## src/hw/scfd_cfg.svh

```systemverilog
// constants of the sequence current fault detector
// Contract
// - Assert when zero-sequence magnitude rose over 0.04 rated versus two cycles earlier.
// - Assert when negative-sequence magnitude rose over 0.04 rated versus two cycles earlier.
// - Assert when positive-sequence magnitude grew over 25% versus two cycles earlier.
// - Keep a two-cycle history of each sequence magnitude for the comparisons.
// - An increment activation stays sealed for two cycles after detection.
// - After the two-cycle seal, the output stays asserted 30 ms more.
// - Assert on phase selector ground-fault or two-phase-fault indication.
// - Ignore phase selector indications while an open pole is present.
// - Level activation needs positive seq above 0.02 rated or zero seq above 0.05.
// - Once asserted, hold output while any overcurrent pickup is active.
// - No enable or control input; the detector always operates.
// - One fault-detected output, also recorded as an event.
`ifndef SCFD_CFG_SVH
`define SCFD_CFG_SVH

`define SCFD_MAG_W          16
`define SCFD_NCH            3
`define SCFD_CH_ZERO        0
`define SCFD_CH_NEG         1
`define SCFD_CH_POS         2
`define SCFD_OC_UNITS       3

`define SCFD_SAMPLES_PER_CYC 16
`define SCFD_HIST_CYCLES    2
`define SCFD_HIST_DEPTH     (`SCFD_SAMPLES_PER_CYC * `SCFD_HIST_CYCLES)
`define SCFD_FILL_W         6
`define SCFD_SEAL_SAMPLES   6'h20

`define SCFD_PERMILLE       32'h3E8
`define SCFD_PERCENT        32'h64
`define SCFD_I0_INC_PM      32'h28
`define SCFD_I2_INC_PM      32'h28
`define SCFD_I1_INC_PCT     32'h19
`define SCFD_I1_SUP_PCT     32'h2
`define SCFD_I0_SUP_PCT     32'h5

`define SCFD_CLK_KHZ        100000
`define SCFD_RESET_TIME_MS  30
`define SCFD_HOLD_CLKS      (`SCFD_RESET_TIME_MS * `SCFD_CLK_KHZ)
`define SCFD_HOLD_W         22

`endif

```

## src/hw/scfd_pkg.sv

```systemverilog
// types of the sequence current fault detector
`include "scfd_cfg.svh"
package scfd_pkg;
    typedef logic [`SCFD_MAG_W-1:0] scfd_mag_t;

    typedef enum logic [1:0] {
        SCFD_ST_IDLE   = 2'b00,
        SCFD_ST_SEAL   = 2'b01,
        SCFD_ST_HOLD   = 2'b10,
        SCFD_ST_PICKUP = 2'b11
    } scfd_inc_state_t;

    typedef struct packed {
        scfd_mag_t [`SCFD_NCH-1:0][`SCFD_HIST_DEPTH-1:0] mem;
        logic [`SCFD_FILL_W-1:0]                           fill;
        logic                                              full;
    } scfd_hist_state_t;

    typedef struct packed {
        scfd_inc_state_t          fsm;
        logic [`SCFD_FILL_W-1:0]  seal_cnt;
        logic [`SCFD_HOLD_W-1:0]  hold_cnt;
        logic                     lvl_sealed;
        logic                     fd;
        logic                     fd_event;
    } scfd_top_state_t;
endpackage

```

## src/hw/scfd_if.sv

```systemverilog
// carrier between the detector core and its magnitude history
`timescale 1ns/10ps
`default_nettype none
`include "scfd_cfg.svh"
interface scfd_if;
    logic                                    sample_valid;
    scfd_pkg::scfd_mag_t [`SCFD_NCH-1:0]     mag_new;
    scfd_pkg::scfd_mag_t [`SCFD_NCH-1:0]     mag_old;
    logic                                    hist_full;

    modport feed (
        output sample_valid,
        output mag_new,
        input  mag_old,
        input  hist_full
    );
    modport hist (
        input  sample_valid,
        input  mag_new,
        output mag_old,
        output hist_full
    );
endinterface
`default_nettype wire

```

## src/hw/scfd_hist.sv

```systemverilog
// two-cycle history line of the three sequence magnitudes
`timescale 1ns/10ps
`default_nettype none
`include "scfd_cfg.svh"
module scfd_hist (
    input  wire logic  mclk,
    input  wire logic  resetn,
    scfd_if.hist       hif
);
    scfd_pkg::scfd_hist_state_t st_reg;
    scfd_pkg::scfd_hist_state_t st_next;

    genvar gc;
    generate
        for (gc = 0; gc < `SCFD_NCH; gc = gc + 1) begin : g_ch
            // oldest entry is the sample taken two cycles before the new one
            assign hif.mag_old[gc] = st_reg.mem[gc][`SCFD_HIST_DEPTH-1];
        end
    endgenerate
    assign hif.hist_full = st_reg.full;

    always_comb begin
        st_next = st_reg;
        if (hif.sample_valid) begin
            for (int c = 0; c < `SCFD_NCH; c++) begin
                st_next.mem[c] = {st_reg.mem[c][`SCFD_HIST_DEPTH-2:0], hif.mag_new[c]};
            end
            if (!st_reg.full) begin
                st_next.fill = st_reg.fill + 6'h01;
                st_next.full = (st_reg.fill == 6'(`SCFD_HIST_DEPTH - 1));
            end
        end
    end

    always_ff @(posedge mclk or negedge resetn) begin
        if (!resetn) begin
            st_reg <= '0;
        end else begin
            st_reg <= st_next;
        end
    end

    AST_HIST_SHIFT: assert property (@(posedge mclk) disable iff (!resetn)
        hif.sample_valid |=> st_reg.mem[0][1] == $past(st_reg.mem[0][0]))
        else $error("history line did not shift");
endmodule
`default_nettype wire

```

## src/hw/scfd_top.sv

```systemverilog
// sequence current fault detector core
`timescale 1ns/10ps
`default_nettype none
`include "scfd_cfg.svh"
module scfd_top #(
    parameter int unsigned HOLD_CYCLES = `SCFD_HOLD_CLKS
) (
    input  wire logic                        mclk,
    input  wire logic                        resetn,
    input  wire logic                        sample_valid,
    input  wire logic [`SCFD_MAG_W-1:0]      i0_mag,
    input  wire logic [`SCFD_MAG_W-1:0]      i2_mag,
    input  wire logic [`SCFD_MAG_W-1:0]      i1_mag,
    input  wire logic [`SCFD_MAG_W-1:0]      rated_current,
    input  wire logic                        ground_fault,
    input  wire logic                        two_phase_fault,
    input  wire logic                        open_pole,
    input  wire logic [`SCFD_OC_UNITS-1:0]   phase_inst_overcurrent_pickup,
    input  wire logic [`SCFD_OC_UNITS-1:0]   phase_timed_overcurrent_pickup,
    input  wire logic [`SCFD_OC_UNITS-1:0]   ground_inst_overcurrent_pickup,
    input  wire logic [`SCFD_OC_UNITS-1:0]   ground_timed_overcurrent_pickup,
    input  wire logic [`SCFD_OC_UNITS-1:0]   negseq_inst_overcurrent_pickup,
    input  wire logic [`SCFD_OC_UNITS-1:0]   negseq_timed_overcurrent_pickup,
    output logic                             fault_detected_out,
    output logic                             fault_event_out
);
    localparam logic [`SCFD_HOLD_W-1:0] HOLD_M1 = `SCFD_HOLD_W'(HOLD_CYCLES - 1);

    scfd_pkg::scfd_top_state_t st_reg;
    scfd_pkg::scfd_top_state_t st_next;

    logic [31:0] rated_w;
    logic [31:0] th_zero_inc;
    logic [31:0] th_neg_inc;
    logic [31:0] th_pos_sup;
    logic [31:0] th_zero_sup;
    logic        inc_zero;
    logic        inc_neg;
    logic        inc_pos;
    logic        inc_any;
    logic        supervised;
    logic        selector_act;
    logic        lvl_act;
    logic        pickup_any;
    scfd_pkg::scfd_mag_t [`SCFD_NCH-1:0] mag_old;
    logic        hist_full;

    scfd_if hif ();

    assign hif.sample_valid                  = sample_valid;
    assign hif.mag_new[`SCFD_CH_ZERO]        = i0_mag;
    assign hif.mag_new[`SCFD_CH_NEG]         = i2_mag;
    assign hif.mag_new[`SCFD_CH_POS]         = i1_mag;
    assign mag_old                           = hif.mag_old;
    assign hist_full                         = hif.hist_full;

    scfd_hist u_hist (
        .mclk   (mclk),
        .resetn (resetn),
        .hif    (hif)
    );

    // thresholds scaled to rated current, compared without division
    assign rated_w     = {16'h0000, rated_current};
    assign th_zero_inc = rated_w * `SCFD_I0_INC_PM;
    assign th_neg_inc  = rated_w * `SCFD_I2_INC_PM;
    assign th_pos_sup  = rated_w * `SCFD_I1_SUP_PCT;
    assign th_zero_sup = rated_w * `SCFD_I0_SUP_PCT;

    // increments against the stored magnitude two cycles back
    assign inc_zero = (i0_mag > mag_old[`SCFD_CH_ZERO]) &&
        ({16'h0000, 16'(i0_mag - mag_old[`SCFD_CH_ZERO])} * `SCFD_PERMILLE > th_zero_inc);
    assign inc_neg  = (i2_mag > mag_old[`SCFD_CH_NEG]) &&
        ({16'h0000, 16'(i2_mag - mag_old[`SCFD_CH_NEG])} * `SCFD_PERMILLE > th_neg_inc);
    assign inc_pos  = ({16'h0000, i1_mag} * `SCFD_PERCENT) >
        ({16'h0000, mag_old[`SCFD_CH_POS]} * (`SCFD_PERCENT + `SCFD_I1_INC_PCT));
    // no comparison until the line holds two full cycles
    assign inc_any  = sample_valid & hist_full & (inc_zero | inc_neg | inc_pos);

    // minimum current supervision of the level path
    assign supervised = (({16'h0000, i1_mag} * `SCFD_PERCENT) > th_pos_sup) ||
                        (({16'h0000, i0_mag} * `SCFD_PERCENT) > th_zero_sup);
    assign selector_act = (ground_fault | two_phase_fault) & ~open_pole;
    assign lvl_act      = selector_act & supervised;

    assign pickup_any = (|phase_inst_overcurrent_pickup)  |
                        (|phase_timed_overcurrent_pickup) |
                        (|ground_inst_overcurrent_pickup) |
                        (|ground_timed_overcurrent_pickup) |
                        (|negseq_inst_overcurrent_pickup) |
                        (|negseq_timed_overcurrent_pickup);

    always_comb begin
        st_next = st_reg;
        case (st_reg.fsm)
            scfd_pkg::SCFD_ST_IDLE: begin
                st_next.fsm = scfd_pkg::SCFD_ST_IDLE;
            end
            scfd_pkg::SCFD_ST_SEAL: begin
                if (sample_valid) begin
                    if (st_reg.seal_cnt == 6'h01) begin
                        st_next.fsm      = scfd_pkg::SCFD_ST_HOLD;
                        st_next.hold_cnt = HOLD_M1;
                        st_next.seal_cnt = 6'h00;
                    end else begin
                        st_next.seal_cnt = st_reg.seal_cnt - 6'h01;
                    end
                end
            end
            scfd_pkg::SCFD_ST_HOLD: begin
                if (st_reg.hold_cnt == '0) begin
                    if (pickup_any) begin
                        st_next.fsm = scfd_pkg::SCFD_ST_PICKUP;
                    end else begin
                        st_next.fsm = scfd_pkg::SCFD_ST_IDLE;
                    end
                end else begin
                    st_next.hold_cnt = st_reg.hold_cnt - 22'h000001;
                end
            end
            scfd_pkg::SCFD_ST_PICKUP: begin
                if (!pickup_any) begin
                    st_next.fsm = scfd_pkg::SCFD_ST_IDLE;
                end
            end
            default: begin
                st_next.fsm = scfd_pkg::SCFD_ST_IDLE;
            end
        endcase
        // a fresh increment restarts the two-cycle seal
        if (inc_any) begin
            st_next.fsm      = scfd_pkg::SCFD_ST_SEAL;
            st_next.seal_cnt = `SCFD_SEAL_SAMPLES;
            st_next.hold_cnt = '0;
        end
        st_next.lvl_sealed = lvl_act | (st_reg.lvl_sealed & pickup_any);
        // always in operation: no enable gates the output
        st_next.fd = (st_next.fsm != scfd_pkg::SCFD_ST_IDLE) | st_next.lvl_sealed;
        st_next.fd_event = st_next.fd & ~st_reg.fd;
    end

    always_ff @(posedge mclk or negedge resetn) begin
        if (!resetn) begin
            st_reg <= '0;
        end else begin
            st_reg <= st_next;
        end
    end

    assign fault_detected_out = st_reg.fd;
    assign fault_event_out    = st_reg.fd_event;

    AST_ZERO_INC: assert property (@(posedge mclk) disable iff (!resetn)
        (sample_valid && hist_full && inc_zero) |=>
            (st_reg.fsm == scfd_pkg::SCFD_ST_SEAL) && fault_detected_out)
        else $error("zero sequence increment did not assert output");

    AST_NEG_INC: assert property (@(posedge mclk) disable iff (!resetn)
        (sample_valid && hist_full && inc_neg) |=>
            (st_reg.seal_cnt == `SCFD_SEAL_SAMPLES) && fault_detected_out)
        else $error("negative sequence increment did not assert output");

    AST_POS_INC: assert property (@(posedge mclk) disable iff (!resetn)
        (sample_valid && hist_full && inc_pos) |=> fault_detected_out)
        else $error("positive sequence increment did not assert output");

    AST_NO_CMP_UNFILLED: assert property (@(posedge mclk) disable iff (!resetn)
        (!hist_full && st_reg.fsm == scfd_pkg::SCFD_ST_IDLE) |=>
            st_reg.fsm != scfd_pkg::SCFD_ST_SEAL)
        else $error("increment compared before history filled");

    AST_SEAL_HOLDS: assert property (@(posedge mclk) disable iff (!resetn)
        (st_reg.fsm == scfd_pkg::SCFD_ST_SEAL && !sample_valid) |=>
            (st_reg.fsm == scfd_pkg::SCFD_ST_SEAL) && $stable(st_reg.seal_cnt))
        else $error("seal left without a sample");

    AST_HOLD_LOAD: assert property (@(posedge mclk) disable iff (!resetn)
        (st_reg.fsm == scfd_pkg::SCFD_ST_SEAL && st_reg.seal_cnt == 6'h01 &&
         sample_valid && !inc_any) |=>
            (st_reg.fsm == scfd_pkg::SCFD_ST_HOLD) && (st_reg.hold_cnt == HOLD_M1) &&
            fault_detected_out)
        else $error("extra reset time not started after seal");

    AST_HOLD_ASSERTED: assert property (@(posedge mclk) disable iff (!resetn)
        (st_reg.fsm == scfd_pkg::SCFD_ST_HOLD) |-> fault_detected_out)
        else $error("output released during extra reset time");

    AST_SELECTOR_ACT: assert property (@(posedge mclk) disable iff (!resetn)
        (ground_fault && !open_pole && supervised) |=> fault_detected_out)
        else $error("ground fault indication did not assert output");

    AST_OPEN_POLE: assert property (@(posedge mclk) disable iff (!resetn)
        (open_pole && !st_reg.lvl_sealed) |=> !st_reg.lvl_sealed)
        else $error("selector indication accepted during open pole");

    AST_SUPERVISION: assert property (@(posedge mclk) disable iff (!resetn)
        (!supervised && !st_reg.lvl_sealed) |=> !st_reg.lvl_sealed)
        else $error("level path activated without current supervision");

    AST_PICKUP_SEAL: assert property (@(posedge mclk) disable iff (!resetn)
        (fault_detected_out && pickup_any) |=> fault_detected_out)
        else $error("output dropped while overcurrent pickup active");

    AST_EVENT: assert property (@(posedge mclk) disable iff (!resetn)
        $rose(fault_detected_out) |-> fault_event_out ##1 !fault_event_out)
        else $error("fault event not recorded on rising output");

    AST_TWO_PHASE_ACT: assert property (@(posedge mclk) disable iff (!resetn)
        (two_phase_fault && !open_pole && supervised) |=>
            fault_detected_out)
        else $error("two phase fault indication did not assert output");

    AST_LEVEL_SEALS: assert property (@(posedge mclk) disable iff (!resetn)
        lvl_act |=>
            st_reg.lvl_sealed)
        else $error("level activation not sealed");

    AST_OPEN_POLE_DROP: assert property (@(posedge mclk) disable iff (!resetn)
        (open_pole && !pickup_any) |=>
            !st_reg.lvl_sealed)
        else $error("level path held during open pole");

    AST_ZERO_SUP_ACT: assert property (@(posedge mclk) disable iff (!resetn)
        (two_phase_fault && !open_pole &&
         ({16'h0000, i0_mag} * 32'h14 > {16'h0000, rated_current})) |=>
            fault_detected_out)
        else $error("zero sequence supervision did not allow activation");

    AST_POS_SUP_ACT: assert property (@(posedge mclk) disable iff (!resetn)
        (ground_fault && !open_pole &&
         ({16'h0000, i1_mag} * 32'h32 > {16'h0000, rated_current})) |=>
            fault_detected_out)
        else $error("positive sequence supervision did not allow activation");

    AST_ZERO_STEP: assert property (@(posedge mclk) disable iff (!resetn)
        (sample_valid && hist_full && (i0_mag > mag_old[`SCFD_CH_ZERO]) &&
         ({16'h0000, 16'(i0_mag - mag_old[`SCFD_CH_ZERO])} * 32'h19 >
          {16'h0000, rated_current})) |=>
            fault_detected_out)
        else $error("zero sequence step did not assert output");

    AST_NEG_STEP: assert property (@(posedge mclk) disable iff (!resetn)
        (sample_valid && hist_full && (i2_mag > mag_old[`SCFD_CH_NEG]) &&
         ({16'h0000, 16'(i2_mag - mag_old[`SCFD_CH_NEG])} * 32'h19 >
          {16'h0000, rated_current})) |=>
            fault_detected_out)
        else $error("negative sequence step did not assert output");

    AST_POS_STEP: assert property (@(posedge mclk) disable iff (!resetn)
        (sample_valid && hist_full &&
         ({16'h0000, i1_mag} * 32'h4 > {16'h0000, mag_old[`SCFD_CH_POS]} * 32'h5)) |=>
            fault_detected_out)
        else $error("positive sequence growth did not assert output");

    AST_HIST_FULL_STAYS: assert property (@(posedge mclk) disable iff (!resetn)
        hist_full |=>
            hist_full)
        else $error("history lost its filled state");

    AST_SEAL_ASSERTED: assert property (@(posedge mclk) disable iff (!resetn)
        (st_reg.fsm == scfd_pkg::SCFD_ST_SEAL) |->
            fault_detected_out)
        else $error("output released during seal");

    AST_SEAL_COUNT: assert property (@(posedge mclk) disable iff (!resetn)
        (st_reg.fsm == scfd_pkg::SCFD_ST_SEAL && sample_valid && st_reg.seal_cnt != 6'h01 &&
         !inc_any) |=> (st_reg.fsm == scfd_pkg::SCFD_ST_SEAL) &&
            (st_reg.seal_cnt == $past(st_reg.seal_cnt) - 6'h01))
        else $error("seal did not count one sample");

    AST_RESEAL: assert property (@(posedge mclk) disable iff (!resetn)
        (st_reg.fsm != scfd_pkg::SCFD_ST_IDLE && inc_any) |=>
            (st_reg.fsm == scfd_pkg::SCFD_ST_SEAL) && (st_reg.seal_cnt == `SCFD_SEAL_SAMPLES))
        else $error("fresh increment did not restart seal");

    AST_HOLD_COUNT: assert property (@(posedge mclk) disable iff (!resetn)
        (st_reg.fsm == scfd_pkg::SCFD_ST_HOLD && st_reg.hold_cnt != '0 && !inc_any) |=>
            (st_reg.fsm == scfd_pkg::SCFD_ST_HOLD) &&
            (st_reg.hold_cnt == $past(st_reg.hold_cnt) - 22'h000001))
        else $error("extra reset time did not count down");

    AST_HOLD_END_IDLE: assert property (@(posedge mclk) disable iff (!resetn)
        (st_reg.fsm == scfd_pkg::SCFD_ST_HOLD && st_reg.hold_cnt == '0 && !pickup_any &&
         !inc_any) |=> (st_reg.fsm == scfd_pkg::SCFD_ST_IDLE))
        else $error("increment path not released after extra reset time");

    AST_HOLD_END_PICKUP: assert property (@(posedge mclk) disable iff (!resetn)
        (st_reg.fsm == scfd_pkg::SCFD_ST_HOLD && st_reg.hold_cnt == '0 && pickup_any &&
         !inc_any) |=> (st_reg.fsm == scfd_pkg::SCFD_ST_PICKUP) && fault_detected_out)
        else $error("pickup did not seal increment path");

    AST_PICKUP_ASSERTED: assert property (@(posedge mclk) disable iff (!resetn)
        (st_reg.fsm == scfd_pkg::SCFD_ST_PICKUP) |->
            fault_detected_out)
        else $error("output low while pickup seal held");

    AST_PICKUP_RELEASE: assert property (@(posedge mclk) disable iff (!resetn)
        (st_reg.fsm == scfd_pkg::SCFD_ST_PICKUP && !pickup_any && !inc_any) |=>
            (st_reg.fsm == scfd_pkg::SCFD_ST_IDLE))
        else $error("pickup seal not released");

    AST_LVL_SEAL_HOLD: assert property (@(posedge mclk) disable iff (!resetn)
        (st_reg.lvl_sealed && pickup_any) |=>
            st_reg.lvl_sealed)
        else $error("level seal dropped while pickup active");

    AST_LEVEL_DROP: assert property (@(posedge mclk) disable iff (!resetn)
        (st_reg.fsm == scfd_pkg::SCFD_ST_IDLE && !inc_any && !lvl_act && !pickup_any) |=>
            !fault_detected_out)
        else $error("output held with no activation source");

    AST_EVENT_ONLY_RISE: assert property (@(posedge mclk) disable iff (!resetn)
        fault_event_out |->
            (fault_detected_out && !$past(fault_detected_out)))
        else $error("fault event without a rising output");
endmodule
`default_nettype wire

```

## config.mk

```make
export PLATFORM = sky130hd
export DESIGN_NAME = scfd_top
export DESIGN_NICKNAME = d
export VERILOG_FILES = /design/src/hw/scfd_pkg.sv /design/src/hw/scfd_if.sv /design/src/hw/scfd_hist.sv /design/src/hw/scfd_top.sv
export VERILOG_INCLUDE_DIRS = /design/src /design/src/hw
export SDC_FILE = /design/constraint.sdc
export NUM_CORES = 2
export LEC_CHECK = 0
export ABC_AREA = 1
export BUFFER_PORTS_ARGS = -buffer_cell sky130_fd_sc_hd__buf_2
export CORE_MARGIN = 8
export CORE_UTILIZATION = 60
export CTS_BUF_LIST = sky130_fd_sc_hd__clkbuf_4 sky130_fd_sc_hd__clkbuf_8
export DETAILED_ROUTE_END_ITERATION = 10
export PLACE_DENSITY = 0.86
export SKIP_LAST_GASP = 1
export SLEW_MARGIN = 20
export SYNTH_ARGS = -nofsm -noshare
export SYNTH_HDL_FRONTEND = slang
export SYNTH_SLANG_ARGS = --single-unit
```

## constraint.sdc

```tcl
create_clock -name mclk -period 9 [get_ports mclk]
set_clock_uncertainty 0.2 [all_clocks]
set_input_delay 0.45 -clock mclk [delete_from_list [all_inputs] [get_ports mclk]]
set_output_delay 0.45 -clock mclk [all_outputs]
set_load 0.005 [all_outputs]
```

# After elaboration in Yosys (flattened, before gate mapping)
# Cells that the tools add are included.
# totals
out_inout_bits,2
in_bits,88
register_bits,1576
word_cells,181
# classes
muxes,13
reduce_logical,18
bitwise_logic,19
order_cmp,7
eq_ne,8
add_sub_neg,5
n_mul,7
# op_table
op,count
"16-bit by 7-bit multiplier with 23-bit output, second input constant",3
30-bit 2-to-1 mux,2
26-bit by 22-bit > comparator with 1-bit output,2
22-bit 2-to-1 mux,2
22-bit case mux with 2 select lines,1
"16-bit by 5-bit multiplier with 21-bit output, second input constant",2
"16-bit by 3-bit multiplier with 19-bit output, second input constant",2
16-bit > comparator,2
16-bit subtractor,2
23-bit by 17-bit > comparator with 1-bit output,1
23-bit by 19-bit > comparator with 1-bit output,1
23-bit > comparator,1
22-bit logical NOT,1
"22-bit by 1-bit subtractor with 22-bit output, second input constant",1
3-bit OR reduction,6
6-bit 2-to-1 mux,2
1-bit OR,10
"3-bit != test, second input constant",3
2-bit 2-to-1 mux,4
2-bit case mux with 4 select lines,1
"6-bit by 1-bit adder with 6-bit output, second input constant",1
1-bit bitwise AND,6
"6-bit by 1-bit equality test with 1-bit output, second input constant",1
"6-bit by 5-bit equality test with 1-bit output, second input constant",1
other kinds (12),19

# Depth between registers and ports, before layout
# logic_depth
word_depth,13
depth_mapped,48
mapped_depth_nobuf,47

# Cells and area by module
# Synthesis repeated with hierarchy kept, for this count alone.
# hier_totals
hier_cells,9083
hier_area_um2,76569.7
# by_module_without_submodules
mod,area_each_um2,instances,cells_per_inst,seq_area_each_um2
scfd_hist,58242.1,1,6573,38612.0
scfd_top,18327.6,1,2510,825.8

# Worst setup path after synthesis
# OpenSTA, ideal clock, no wires.
# synth_path
kind,input to register
from,in i0_mag[2]
to,"reg st_reg, in the netlist fault_event_out"
path_buffers,1
stages,40
path_slack_ns,2.032
setup_time_ns,0.119
arrival_time_ns,6.649
required_time_ns,8.681
path_cell_list,ha_1 a21oi_1 nand2_1 nand2_1 nand2_1 a21oi_1 o21ai_2 nand3_1 nand2_1 nand3_1 nand2_1 a21boi_0 xor2_1 inv_1 ha_1 inv_1 fa_1 fa_1 [4 not listed] nand2_1 o21bai_1 a31oi_1 xnor2_1 ha_1 a21oi_1 nor2_1 a211oi_1 nand2_1 nand2_1 nand3_1 nand2_1 nand3_1 nand2_2 buf_6 nand3_1 nor2_1 nor2_1
# synth_rtl
item,line,source
"start, declared",scfd_top.sv:11,"input wire logic [`SCFD_MAG_W-1:0] i0_mag,"
"end signal, assigned",scfd_top.sv:146,st_reg <= st_next;
"end, declared",scfd_top.sv:29,scfd_pkg::scfd_top_state_t st_reg;

# Final worst setup path
# layout_path
from,"reg u_hist.st_reg, in the netlist u_hist.hif.mag_old[0]"
to,reg st_reg[18] (netlist name)
# layout_between
elab_chain_cells,9
elab_cells_between_ends,14
cone_classes,add/sub (1); mul (1); order compare (2); eq/ne (3); mux (1); bitwise (3); reduce/logical (3)
# layout_lines
item,line,source
"start, declared",scfd_hist.sv:10,scfd_pkg::scfd_hist_state_t st_reg;
"start signal, assigned",scfd_hist.sv:39,st_reg <= st_next;
16-bit subtractor,scfd_top.sv:72,"({16'h0000, 16'(i0_mag - mag_old[`SCFD_CH_ZERO])} * `SCFD_PERMILLE > th_zero_inc);"
16-bit by 7-bit multiplier with 23-bit output (no line),n/a,
26-bit by 22-bit > comparator with 1-bit output,scfd_top.sv:72,
1-bit logical AND (*),scfd_top.sv:71,assign inc_zero = (i0_mag > mag_old[`SCFD_CH_ZERO]) &&
1-bit OR (*) (2 in series),scfd_top.sv:78,assign inc_any = sample_valid & hist_full & (inc_zero | inc_neg | inc_pos);
1-bit bitwise AND (*),scfd_top.sv:78,
3-bit != test (no line) / 3-bit nonzero test (equally long branches),n/a,
4-bit AND reduction (no line),n/a,
# Every way passes the cells marked *; elsewhere a longest branch is shown, timed or not.
# A chain may end at the register's enable or synchronous reset.

==> impl_metrics.yaml <==
placement:
  port_buffers: 89
  dp.cells: 9694
  hpwl_um: 98800
  place_congestion: 0.894
drt:
  wl_per_cell_um: 15.0
  finalWirelength_um: 153000
  drtIter0Drc: 4749
  via_count: 53648
  first_pass_iters: 7
  avgViaCountPerCell: 5.27
  drc: 0
  drtAntennaViolNets: 0
global_route:
  grt_max_degree: 246
  use_met3_pct: 3.59
  grt_use_met1_pct: 32.9
  grt_pass1_wl_um: 261000
  grtUsageTotal_pct: 22.7
  grt-ovfl-total: 0
  grt_pass1_vias: 53799
  grtUsageMet2_pct: 35.8
  grt-busiest-layer: "met2"
  antenna_found_initial: 2
worst_setup_path:
  crit_type: "reg2reg"
  slowest_delay_ns: 0.54
  crit_fanout: 18
  slowest_stage: "fa_1"
  end_kind: "flop"
  worst_ep_required_time_ns: 9.63
  reg2reg_from: "u_hist.hif.mag_old[0]$_DFFE_PN0P_"
  r2r_cells: 37
  worst_r2r_endpoint: "st_reg[18]$_DFFE_PN0P_"
  reg2reg_slack_ns: 0.90
  startpoint_type: "flop"
  crit_arrival_ns: 8.74
sta:
  slew_headroom_pct: 30.9
  rsz0062_at_grt: "no"
  fin_crit_sh_pct: 90.0
  maxSlewViolCount: 0
  finalSetupViolCount: 0
  fmax_mhz: 123
  worst_slew_pin_slew_ns: 1.04
  setup_tns_ns: 0
  finalHoldViolations: 0
  period_needed_ns: 8.10
logic_synthesis:
  synth_cell_type_count: 51
  yosys_warnings: 0
  seq_area_frac_synth_pct: 52.9
  synth_top_area_share_pct: 52.9
  postSynthAreaPerCell_sq_um: 9.02
  synthTopCellsByArea: "dfrtp_1 (53%), nand2_1 (11%), o21ai_0 (10%)"
  synth_nets: 8930
  synth_edf_count: 0
  synthTopCellsByCount: "nand2_1 (2124), dfrtp_1 (1576), o21ai_0 (1554)"
  yosysMostFrequentCell: "nand2_1"
  synth_cells: 8265
  synth_area_sq_um: 74600
  synth_largest_area_cell: "dfrtp_1"
  synth_async_sr_flop_share_pct: 100
  ys_ff_latch: 1576
  synth_ff_type: "dfrtp_1"
floorplan:
  die_h_um: 369
  start_util_pct: 60.4
  num_rows: 129
  dieArea_sq_um: 136000
  ioPinCount: 90
  die_x_um: 369
  core_sq_um: 123000
clock_network:
  cts_resized: 0
  cts_tree: "done"
  path_clk_slew_ns: 0.06
  cts_sinks: 1576
  htree_num_levels: 4
  clk_path_buf_depth: 3
  root_buffer: "clkbuf_8"
  clk_latency_ns: 0.97
  numCtsBuffers: 240
finish:
  largest_reg_flops: 1494
  layout.cells.non_filler: 10184
  fin_nets: 9023
  syn_to_final_growth_pct: 10.3
  drive_gt1_share_pct: 7.01
  postLayoutCoreUtil_pct: 66.6
job:
  cap_violations: 0
status:
  status: "finished clean"
worst_hold_path:
  min_path_type: "in2async"
## critical path: cells and delay by family (launching register included)
kind,cells,cell delay (ns)
and+or+nand+nor,13,1.78
buffers and inverters,7,0.69
AOI/OAI and AO/OA,7,1.41
xor gates and xnor gates,3,0.67
adders and majority gates,7,2.82
DFF,1,0.39
## area by class of cell
cell class                 instances  area, sq um
sequential                      1576        39400
timing repair buffer             203         1650
antenna                            2         5.00
fill                            8970        41300
clock inverter                    52          611
multi-input combinational       5011        28800
inverter                        1326         4990
tap                             1637         2050
clock buffer                     377         4720
## timing repair
action / 4_1_cts / 5_1_grt
buffers inserted: 0 / 0
hold buffers: 58 / 0
endpoints found under the hold margin: 366 / 0
## how the worst max path moves through the flow
stage	startpoint	to	cells past startpoint
4_1_cts	u_hist.hif.mag_old[0]$_DFFE_PN0P_	st_reg[18]$_DFFE_PN0P_	37
6_report	u_hist.hif.mag_old[0]$_DFFE_PN0P_	st_reg[18]$_DFFE_PN0P_	37
3_3_place_gp	i0_mag[0]	st_reg[10]$_DFFE_PN0P_	39
5_1_grt	u_hist.hif.mag_old[0]$_DFFE_PN0P_	st_reg[10]$_DFFE_PN0P_	41
3_5_place_dp	i0_mag[0]	st_reg[18]$_DFFE_PN0P_	39
2_1_floorplan	i0_mag[2]	fault_event_out$_DFF_PN0_	40
## per-stage QoR
stage | instance area (sq um) | worst slack, ns | hold slack, ns
global route | 82200 | 0.225 | 0.0991
detailed placement | 76200 | 0.613 | 0.241
CTS | 82200 | 0.896 | 0.0193
floorplan | 74600 | 2.03 | -0.0456
global placement | 76200 | 0.692 | 0.234
finish | 82200 | 0.896 | 0.0848
## cell families (layout without fill, tap and decap cells)
| group | Yosys count | count (layout) | share of synthesized area (%) |
|---|---|---|---|
| AOI/OAI and AO/OA | 1819 | 1819 | 12.5 |
| and+or+nand+nor | 2463 | 2463 | 12.9 |
| other | 0 | 2 | 0 |
| xor gates and xnor gates | 152 | 152 | 1.79 |
| buffers and inverters | 1678 | 1958 | 8.53 |
| adders and majority gates | 577 | 577 | 11.4 |
| DFF | 1576 | 1576 | 52.9 |
## cell usage in the layout (no fill, tap or decap), types with 4 or more instances in the layout
cell / count
buf_12: 11
clkinv_2: 27
buf_2: 87
a211oi_1: 5
nand4_1: 35
nor3_1: 26
o21a_1: 5
o21ai_0: 1554
bufinv_16: 5
and3_1: 4
inv_1: 1322
inv_16: 5
clkbuf_4: 75
nor4_1: 7
o21bai_1: 15
o21ai_1: 6
dlygate4sd3_1: 57
fa_1: 169
o21ai_2: 7
xor2_1: 98
nand2_1: 2124
a31oi_1: 20
xnor2_1: 54
dfrtp_1: 1576
nand3_1: 102
inv_12: 6
nand3b_1: 6
o211ai_1: 4
clkbuf_8: 302
a21o_1: 7
ha_1: 408
nor2_1: 139
a21oi_1: 178
buf_6: 4
o31ai_1: 6
buf_4: 41
## per-layer routing
metal / wire, um / up-vias
li1: - / 26150
met1: 71300 / 26055
met2: 71700 / 1209
met3: 6590 / 234
met4: 3210 / 0
met5: 0 / -
Power is left out: the tool's default activity adds up to more than one toggle a clock period on the data nets, which glitch-free logic cannot reach.
